--- config.mk ---
export PLATFORM = sky130hd
export DESIGN_NAME = tps_timer_prescaler
export DESIGN_NICKNAME = d
export VERILOG_FILES = /design/src/include/tps_pkg.sv /design/src/hw/tps_timer_prescaler.sv /design/src/hw/tps_ratio_sel.sv
export SDC_FILE = /design/constraint.sdc
export NUM_CORES = 1
export LEC_CHECK = 0
export BUFFER_PORTS_ARGS = -buffer_cell sky130_fd_sc_hd__buf_2
export CAP_MARGIN = 20
export CORE_MARGIN = 8
export CORE_UTILIZATION = 45
export CTS_CLUSTER_DIAMETER = 30
export CTS_CLUSTER_SIZE = 12
export DETAILED_ROUTE_END_ITERATION = 7
export PLACE_DENSITY_LB_ADDON = 0.08
export SLEW_MARGIN = 5
export SYNTH_ARGS = -nofsm -noshare
export SYNTH_HDL_FRONTEND = slang
export SYNTH_HIERARCHICAL = 1
export SYNTH_SLANG_ARGS = --single-unit
--- constraint.sdc ---
create_clock -name clk -period 4.98 [get_ports clk]
set_clock_uncertainty 0.2 [all_clocks]
set_input_delay 0.498 -clock clk [delete_from_list [all_inputs] [get_ports clk]]
set_output_delay 0.498 -clock clk [all_outputs]
set_load 0.02 [all_outputs]
--- src/include/tps_pkg.sv ---
// Constants shared by the timer prescaler and external count synchroniser.
// Assumes one core clock with phase strobes supplied by the instruction sequencer.
// Behaviour
// - External count is sampled on phase two and phase four; no prescaler passes through.
// - With prescaler for the timer, the input is divided by a symmetric ripple count.
// - The timer increments on each instruction end, or with count source select set, only after the synchronised prescaler output is seen.
// - One 8-bit counter serves the timer or the watchdog, never both.
// - Option bits three to zero select assignment and division ratio.
// - Any timer count write clears the prescaler while it serves the timer.
// - Watchdog clear instruction clears the prescaler while it serves the watchdog.
// - The prescaler counter has no software read or write path.
// - Any reset clears the prescaler counter to zero.
// - The assignment may change at any time without halt or reset.
// - A set count source select overrides the count pin direction control.
// - Assignment bit clear routes to the timer, set routes to the watchdog.
// - For the timer, the ratio field selects 1:2 to 1:256 in powers of two.
// - A timer count write inhibits increments for the next two instruction cycles.
package tps_pkg;
  localparam logic [2:0] TPS_ADDR_TIMER = 3'h1;
  localparam logic [2:0] TPS_ADDR_CMP = 3'h7;
  localparam logic [7:0] TPS_OPTION_RESET = 8'hff;
  localparam logic [7:0] TPS_CMP_RESET = 8'hff;
  localparam logic [3:0] TPS_DIR_RESET = 4'hf;
  localparam int TPS_RATIO_LSB = 0;
  localparam int TPS_ASSIGN_BIT = 3;
  localparam int TPS_EDGE_BIT = 4;
  localparam int TPS_SRC_BIT = 5;
  localparam int TPS_CMP_PIN_SEL_BIT = 4;
  localparam int TPS_CMP_OUTEN_BIT = 6;
  localparam int TPS_COUNT_PIN = 2;
  localparam logic [1:0] TPS_INHIBIT_CYCLES = 2'h2;
  localparam logic [7:0] TPS_PRESCALE_RESET = 8'h00;
endpackage : tps_pkg

--- src/hw/tps_timer_prescaler.sv ---
// Timer prescaler and external count synchroniser with the timer count register.
// Assumes phase strobes and register write strobes are one-cycle pulses on clk.
module tps_timer_prescaler
  import tps_pkg::*;
(
  input wire logic clk,
  input wire logic rstn,
  input wire logic ce,
  input wire logic ph2,
  input wire logic ph4,
  input wire logic instr_end,
  input wire logic count_pin,
  input wire logic cmp_out,
  input wire logic reg_wr,
  input wire logic [2:0] reg_addr,
  input wire logic [7:0] reg_wdata,
  input wire logic option_wr,
  input wire logic dir_wr,
  input wire logic watchdog_clear_instruction,
  output logic [7:0] timer_count_register,
  output logic [7:0] comparator_control_register,
  output logic [7:0] option_config,
  output logic [3:0] pin_direction,
  output logic watchdog_tick,
  output logic watchdog_clr
);
  ////////////////////////////////////////////////////////////////////////////////
  typedef struct packed {
    logic [7:0] timer;
    logic [7:0] cmp;
    logic [7:0] opt;
    logic [3:0] dir;
    logic [7:0] pre;
    logic src_ff;
    logic samp2;
    logic samp4;
    logic [1:0] inhibit;
    logic wd_tick;
    logic wd_clr;
  } tps_state_t;

  tps_state_t st_ff;
  tps_state_t nxt_st;
  logic raw_in;
  logic src_edge;
  logic tmr_assigned;
  logic tap;
  logic pre_out;
  logic timer_wr;
  logic inc;

  ////////////////////////////////////////////////////////////////////////////////
  assign tmr_assigned = ~st_ff.opt[TPS_ASSIGN_BIT];
  assign raw_in = (st_ff.cmp[TPS_CMP_PIN_SEL_BIT] ? count_pin : cmp_out) ^ st_ff.opt[TPS_EDGE_BIT];
  assign src_edge = raw_in & ~st_ff.src_ff;
  assign timer_wr = reg_wr && reg_addr == TPS_ADDR_TIMER;

  tps_ratio_sel u_sel (
    .stages(st_ff.pre),
    .ratio(st_ff.opt[TPS_RATIO_LSB +: 3]),
    .tap(tap)
  );

  // The prescaler is a synchronous model of the ripple chain; its top stage stays symmetric.
  assign pre_out = tmr_assigned ? tap : raw_in;
  assign inc = st_ff.opt[TPS_SRC_BIT] ? (ph4 && st_ff.samp2 && !st_ff.samp4)
    : instr_end;

  always_comb
  begin
    nxt_st = st_ff;
    nxt_st.wd_tick = 1'b0;
    nxt_st.wd_clr = 1'b0;
    nxt_st.src_ff = raw_in;
    if (src_edge && (tmr_assigned ? st_ff.opt[TPS_SRC_BIT] : 1'b0))
    begin
      nxt_st.pre = st_ff.pre + 8'h01;
    end
    if (!tmr_assigned && instr_end)
    begin
      nxt_st.pre = st_ff.pre + 8'h01;
      nxt_st.wd_tick = (st_ff.pre[st_ff.opt[2:0]] && !nxt_st.pre[st_ff.opt[2:0]]);
    end
    if (ph2)
    begin
      nxt_st.samp2 = pre_out;
    end
    if (ph4)
    begin
      nxt_st.samp4 = st_ff.samp2;
    end
    if (instr_end && st_ff.inhibit != 2'h0)
    begin
      nxt_st.inhibit = st_ff.inhibit - 2'h1;
    end
    if (inc && st_ff.inhibit == 2'h0)
    begin
      nxt_st.timer = st_ff.timer + 8'h01;
    end
    if (timer_wr)
    begin
      nxt_st.timer = reg_wdata;
      nxt_st.inhibit = TPS_INHIBIT_CYCLES;
      if (tmr_assigned)
      begin
        nxt_st.pre = TPS_PRESCALE_RESET;
      end
    end
    if (reg_wr && reg_addr == TPS_ADDR_CMP)
    begin
      nxt_st.cmp = {st_ff.cmp[7], reg_wdata[6:0]};
    end
    if (option_wr)
    begin
      nxt_st.opt = reg_wdata;
    end
    if (dir_wr)
    begin
      nxt_st.dir = reg_wdata[3:0];
    end
    if (watchdog_clear_instruction)
    begin
      nxt_st.wd_clr = 1'b1;
      if (!tmr_assigned)
      begin
        nxt_st.pre = TPS_PRESCALE_RESET;
      end
    end
  end

  always_ff @(posedge clk)
  begin
    if (!rstn)
    begin
      st_ff <= '0;
      st_ff.timer <= 8'h00;
      st_ff.cmp <= TPS_CMP_RESET;
      st_ff.opt <= TPS_OPTION_RESET;
      st_ff.dir <= TPS_DIR_RESET;
      st_ff.pre <= TPS_PRESCALE_RESET;
    end
    else if (ce)
    begin
      st_ff <= nxt_st;
    end
  end

  ////////////////////////////////////////////////////////////////////////////////
  assign timer_count_register = st_ff.timer;
  assign comparator_control_register = {cmp_out, st_ff.cmp[6:0]};
  assign option_config = st_ff.opt;
  // The prescaler value is deliberately absent from the outputs.
  assign pin_direction = st_ff.opt[TPS_SRC_BIT] ? (st_ff.dir | 4'h4) : st_ff.dir;
  assign watchdog_tick = st_ff.wd_tick;
  assign watchdog_clr = st_ff.wd_clr;

  ////////////////////////////////////////////////////////////////////////////////
  a_reset_clears_pre: assert property (@(posedge clk) !rstn |=> st_ff.pre == 8'h00)
    else $error("prescaler not cleared by reset");
  a_wr_clears_pre: assert property (@(posedge clk) disable iff (!rstn)
    ce && timer_wr && tmr_assigned |=> st_ff.pre == 8'h00)
    else $error("timer write did not clear prescaler");
  a_wdclr_clears_pre: assert property (@(posedge clk) disable iff (!rstn)
    ce && watchdog_clear_instruction && !tmr_assigned && !timer_wr |=> st_ff.pre == 8'h00)
    else $error("watchdog clear did not clear prescaler");
  a_inhibit_after_wr: assert property (@(posedge clk) disable iff (!rstn)
    ce && timer_wr |=> st_ff.inhibit == 2'h2 && timer_count_register == $past(reg_wdata))
    else $error("write did not arm increment inhibit");
  a_no_inc_inhibit: assert property (@(posedge clk) disable iff (!rstn)
    ce && !timer_wr && st_ff.inhibit != 2'h0 |=> st_ff.timer == $past(st_ff.timer))
    else $error("timer moved while inhibited");
  a_opt_written: assert property (@(posedge clk) disable iff (!rstn)
    ce && option_wr |=> option_config == $past(reg_wdata))
    else $error("option write lost");
  a_dir_override: assert property (@(posedge clk) disable iff (!rstn)
    st_ff.opt[TPS_SRC_BIT] |-> pin_direction[TPS_COUNT_PIN])
    else $error("count pin direction not overridden");
  a_sample_ph2: assert property (@(posedge clk) disable iff (!rstn)
    ce && ph2 |=> st_ff.samp2 == $past(pre_out))
    else $error("phase two sample missed");
  c_timer_write: cover property (@(posedge clk) disable iff (!rstn) ce && timer_wr);
  c_wd_assigned: cover property (@(posedge clk) disable iff (!rstn) !tmr_assigned && watchdog_tick);
  c_ext_inc: cover property (@(posedge clk) disable iff (!rstn) st_ff.opt[TPS_SRC_BIT] && inc);
  c_wd_clear: cover property (@(posedge clk) disable iff (!rstn) !tmr_assigned && watchdog_clear_instruction);
endmodule : tps_timer_prescaler

--- src/hw/tps_ratio_sel.sv ---
// Selects the prescaler tap for the programmed ratio.
// Assumes the counter bits are the ripple stages, stage n dividing by 2^(n+1).
module tps_ratio_sel
  import tps_pkg::*;
(
  input wire logic [7:0] stages,
  input wire logic [2:0] ratio,
  output logic tap
);
  assign tap = stages[ratio];
endmodule : tps_ratio_sel

[Word level (Yosys, flattened, before mapping)]
Cells that the tools add are included.
Cells by class
  shift-type cells: 0
  reductions and logical operators: 22
  $lt $le $gt $ge: 1
  eq/ne operators: 2
  bitwise logic cells: 3
  muxes and demuxes: 21
  $mul: 0
  div/mod/pow operators: 0
  add/subtract/negate cells: 3
Operators by type and width (count)
  2-to-1 mux 8 bit: 8
  adder 8 x 1 -> 8 bit (second input constant): 2
  AND reduction 2 bit: 7
  logical AND 1 bit: 9
  2-to-1 mux 1 bit: 8
  binary-select mux 1 bit (select 3 bit): 2
  nonzero test 2 bit: 3
  < comparator 3 x 4 -> 1 bit (second input constant): 1
  2-to-1 mux 2 bit: 2
  equality test 3 x 1 -> 1 bit (second input constant): 1
  equality test 3 bit (second input constant): 1
  2-to-1 mux 3 bit: 1
  logical NOT 1 bit: 2
  logical NOT 2 bit: 1
  subtractor 2 x 1 -> 2 bit (second input constant): 1
  bitwise AND 1 bit: 1
  NOT 1 bit: 1
  XOR 1 bit: 1
Storage, ports and cells
  bits in writable memories: 0
  latch bits: 0
  output and inout bits: 30
  register bits: 42
  memory bits (read-only): 0
  memories: 0
  word-level logic and storage cells: 63
  input port bits: 23

[Depth between registers and ports, before layout]
  depth after elaboration: 10
  depth in mapped cells: 7
  gate-level depth less buffers: 7

[Hierarchy]
The synthesis kept the hierarchy.
Modules (own cells, without submodules)
  tps_timer_prescaler: seq. area each 840.8 um^2, instances 1, cells an instance 298, area each 2391.0 um^2
  tps_ratio_sel: seq. area each 0.0 um^2, instances 1, cells an instance 3, area each 63.8 um^2

[Least setup slack after synthesis]
OpenSTA, ideal clock, no wires.
  kind: input-to-reg
  start point: input port count_pin
  end point: register st_ff[9] (netlist name)
  stages on the path: 6
  library setup time: 0.059 ns
  setup slack: 3.080 ns
  buffers on the path: 1
  arrival time: 1.641 ns
  data required time: 4.721 ns
  path through: mux2i_1 -> xnor2_2 -> a22oi_2 -> buf_6 -> or4b_1 -> nand2_1
On the way
  longest elaborated chain between the ends: 10
Ends and longest elaborated chain
  start: declaration: line tps_timer_prescaler.sv:12  | input wire logic count_pin,
  2-to-1 mux 1 bit (*): line tps_timer_prescaler.sv:54  | assign raw_in = (st_ff.cmp[TPS_CMP_PIN_SEL_BIT] ? count_pin : cmp_out) ^ st_ff.opt[TPS_EDGE_BIT];
  XOR 1 bit (*): line tps_timer_prescaler.sv:54
  bitwise AND 1 bit (*): line tps_timer_prescaler.sv:55  | assign src_edge = raw_in & ~st_ff.src_ff;
  logical AND 1 bit (*): line tps_timer_prescaler.sv:75  | if (src_edge && (tmr_assigned ? st_ff.opt[TPS_SRC_BIT] : 1'b0))
  2-to-1 mux 8 bit (*): line tps_timer_prescaler.sv:75
  2-to-1 mux 8 bit (*): line tps_timer_prescaler.sv:79  | if (!tmr_assigned && instr_end)
  2-to-1 mux 8 bit: line tps_timer_prescaler.sv:104  | if (tmr_assigned)
  2-to-1 mux 8 bit (*): line tps_timer_prescaler.sv:100  | if (timer_wr)
  2-to-1 mux 8 bit: line tps_timer_prescaler.sv:124  | if (!tmr_assigned)
  2-to-1 mux 8 bit (*): line tps_timer_prescaler.sv:121  | if (watchdog_clear_instruction)
  end signal: assignment: line tps_timer_prescaler.sv:144  | st_ff <= nxt_st;
  end: declaration: line tps_timer_prescaler.sv:42  | tps_state_t st_ff;
Every way passes the cells marked *; elsewhere a longest branch is shown, timed or not.
A chain may end at the register's enable or synchronous reset.

[Worst setup path after layout]
  start point: register st_ff, in the netlist option_config[0]
  end point: register st_ff[5] (netlist name)
On the way
  longest elaborated chain between the ends: 3
Ends and longest elaborated chain
  binary-select mux 1 bit (select 3 bit): line tps_ratio_sel.sv:10  | assign tap = stages[ratio];
  2-to-1 mux 1 bit (not written as such): line tps_ratio_sel.sv:10
  via tap: line tps_timer_prescaler.sv:47  | logic tap;
  2-to-1 mux 1 bit: line tps_timer_prescaler.sv:65  | assign pre_out = tmr_assigned ? tap : raw_in;
The timed path passes the listed nets, and every way through them passes these cells. The select of a mux whose other input is x is not followed.

==> flow_metrics.py <==
metrics = {
    "sta": {
        "grt_setup_unrepaired": "no",
        "finalSetupViolCount": 0,
        "drv_slew": 0,
        "post-route-min-period_ns": 2.17,
        "tns_ns": 0,
        "fmax_mhz": 461,
        "relSlewSlack": 0.608,
        "tightest_slew_ns": 0.588,
        "hold_viol": 0,
        "min_period_over_period": 0.435,
    },
    "critical_path": {
        "r2r_cells": 4,
        "critical_path_class": "reg2reg",
        "critPathRequiredTime_ns": 4.94,
        "crit_buf_inv": 0,
        "worstReg2RegStart": "option_config[0]$_SDFFE_PN1P_",
        "worstSetupEndpoint": "st_ff[5]$_SDFFE_PN0P_",
        "worstPathCellList": "mux4_1 > mux2_2 > mux2i_1 > a311oi_1",
        "worst-path-stages": 4,
        "start_kind": "flip-flop",
        "crit_slowest_cell": "dfxtp_1",
        "ff2ff_setup_slack_ns": 2.81,
        "endpoint_kind": "flip-flop",
        "startpoint": "option_config[0]$_SDFFE_PN1P_",
        "cp_max_fo": 16,
        "critPathArrivalTime_ns": 2.12,
        "cpPeakStageDelay_ns": 0.65,
        "crit_family": "multiplexers",
        "reg2reg_to": "st_ff[5]$_SDFFE_PN0P_",
    },
    "yosys": {
        "ys_warn_count": 6,
        "synth_cell_types": 53,
        "syn-instance-count": 301,
        "syn_nets": 327,
        "ys_ff_latch": 42,
        "syn_area_per_cell_sq_um": 8.16,
        "syn-cell-area_sq_um": 2450,
        "synth-edff-count": 0,
        "synthFlopType": "dfxtp_1",
        "async_flop_share": 0,
        "synth_seq_area_share": 0.343,
    },
    "place": {
        "dp_hpwl_microns": 4470,
        "placed_cells": 383,
        "port_buffers": 52,
        "gp_congestion": 0.793,
    },
    "routing": {
        "dr_total_vias": 2129,
        "via_per_inst": 5.45,
        "drc_errors": 0,
        "firstDrtPassIters": 4,
        "post_drt_wl_per_cell_microns": 15.5,
        "drt_wl_total_microns": 6080,
        "drtAntennaViolNets": 0,
        "drt_iter0_markers": 104,
    },
    "status": {
        "status": "complete, no violations",
    },
    "power_and_ir_drop": {
        "power_leakage_nw": 1.13,
        "ir_drop_mv": 0.126,
        "cellPowerDensity_nw_per_um2": 262,
    },
    "finish": {
        "syn2layout_area_growth_pct": 7.03,
        "design.final.nets": 344,
        "antennaDiodeCount": 0,
        "final_cell_mix": "nand2_1, buf_2, dfxtp_1",
        "filler_cell_count": 541,
        "fin_cells": 391,
        "post_route_cells_drive_above_1_share": 0.223,
        "fin_util": 0.489,
        "final_common_cell": "nand2_1",
    },
    "clock_network": {
        "numCtsBuffers": 5,
        "cts_tree": "yes",
        "path_clk_slew_ns": 0.08,
        "ctsResizeCount": 0,
        "cts_max_path_buffers": 2,
        "insertion_delay_ns": 0.29,
        "cts.sinks": 42,
        "postCtsSetupBuffers": 0,
        "h-tree-depth": 2,
        "clockRootBuffer": "clkbuf_8",
        "cts_hold_buf": 0,
    },
    "floorplan": {
        "dieArea_sq_um": 8070,
        "die_h_microns": 89.9,
        "core_area_sq_um": 5370,
        "io_pins": 53,
        "initial_core_util": 0.457,
        "die_x_microns": 89.9,
        "rows": 27,
    },
    "grt": {
        "antenna_found_initial": 0,
        "grt_pass1_vias": 1908,
        "grt_pass1_wl_microns": 10100,
        "grt_use_total": 0.148,
        "grt_max_degree": 33,
        "overflow": 0,
    },
    "flow_run": {
        "cap_violations": 0,
    },
    "hold_path": {
        "hold_path_class": "in2reg",
    },
}
Yosys cell counts (all sizes together), types with 5 or more instances:
master / instances / area (sq um)
a21oi: 10 / 50.1
buf: 34 / 249
clkbuf: 9 / 33.8
dfxtp: 42 / 841
inv: 5 / 18.8
mux2i: 11 / 110
nand2: 54 / 203
nand3: 30 / 150
nand4: 6 / 37.5
nor2: 13 / 48.8
o211ai: 10 / 75.1
o21ai: 12 / 63.8
area by class of cell:
type	count	area (sq um)	share of cell area
clock inverter	1	5.00	0.00190
clock buffer	7	86.3	0.0329
sequential	42	841	0.320
tap	72	90.1	0.0343
multi-input combinational	210	1320	0.500
timing repair buffer	53	268	0.102
inverter	6	22.5	0.00857
cell families (layout without fill, tap and decap cells):
logic type | Yosys count | count (layout) | share of synthesized area
mux | 15 | 15 | 0.0754
flops | 42 | 42 | 0.343
simple gates | 133 | 133 | 0.271
fa+ha+maj | 3 | 3 | 0.0153
xor+xnor | 2 | 2 | 0.0102
buf+inv | 49 | 67 | 0.124
compound gates | 57 | 57 | 0.161
power breakdown:
group          switching (mW)  internal, mW
Combinational          0.0599        0.0363
Clock                   0.119         0.112
Sequential             0.0146         0.347
per-layer routing:
| metal | vias up | global-route usage | wire (microns) |
|---|---|---|---|
| met5 | - | 0 | 0 |
| met4 | 0 | 0.0374 | 60 |
| met3 | 5 | 0.0507 | 380 |
| met2 | 59 | 0.215 | 2550 |
| met1 | 973 | 0.202 | 3090 |
| li1 | 1092 | - | - |
flip-flops by register name, summed over array words and instances, names as in the netlist:
name	flops
comparator_control_register	7
option_config	8
st_ff	17
timer_count_register	8
watchdog_clr	1
watchdog_tick	1
how the worst min path moves through the flow:
stage | endpoint | start | slack (ns) | cells after the start
finish | st_ff[5]$_SDFFE_PN0P_ | ph2 | 0.23 | 2
global route | st_ff[5]$_SDFFE_PN0P_ | ph2 | 0.24 | 2
CTS | st_ff[5]$_SDFFE_PN0P_ | ph2 | 0.22 | 2
detailed placement | st_ff[4]$_SDFFE_PN0P_ | st_ff[4]$_SDFFE_PN0P_ | 0.25 | 2
global placement | st_ff[4]$_SDFFE_PN0P_ | st_ff[4]$_SDFFE_PN0P_ | 0.25 | 2
floorplan | st_ff[4]$_SDFFE_PN0P_ | st_ff[4]$_SDFFE_PN0P_ | 0.23 | 2
through the flow:
step / power, mW / worst slack [ns] / area [sq um] / hold slack (ns)
floorplan: 0.443 / 3.08 / 2450 / 0.231
global placement: 0.466 / 2.66 / 2540 / 0.247
detailed placement: 0.467 / 2.59 / 2540 / 0.252
CTS: 0.698 / 2.78 / 2630 / 0.217
global route: 0.721 / 2.70 / 2630 / 0.235
finish: 0.689 / 2.81 / 2630 / 0.225
Note: power is estimated with default switching activity, not from simulation.
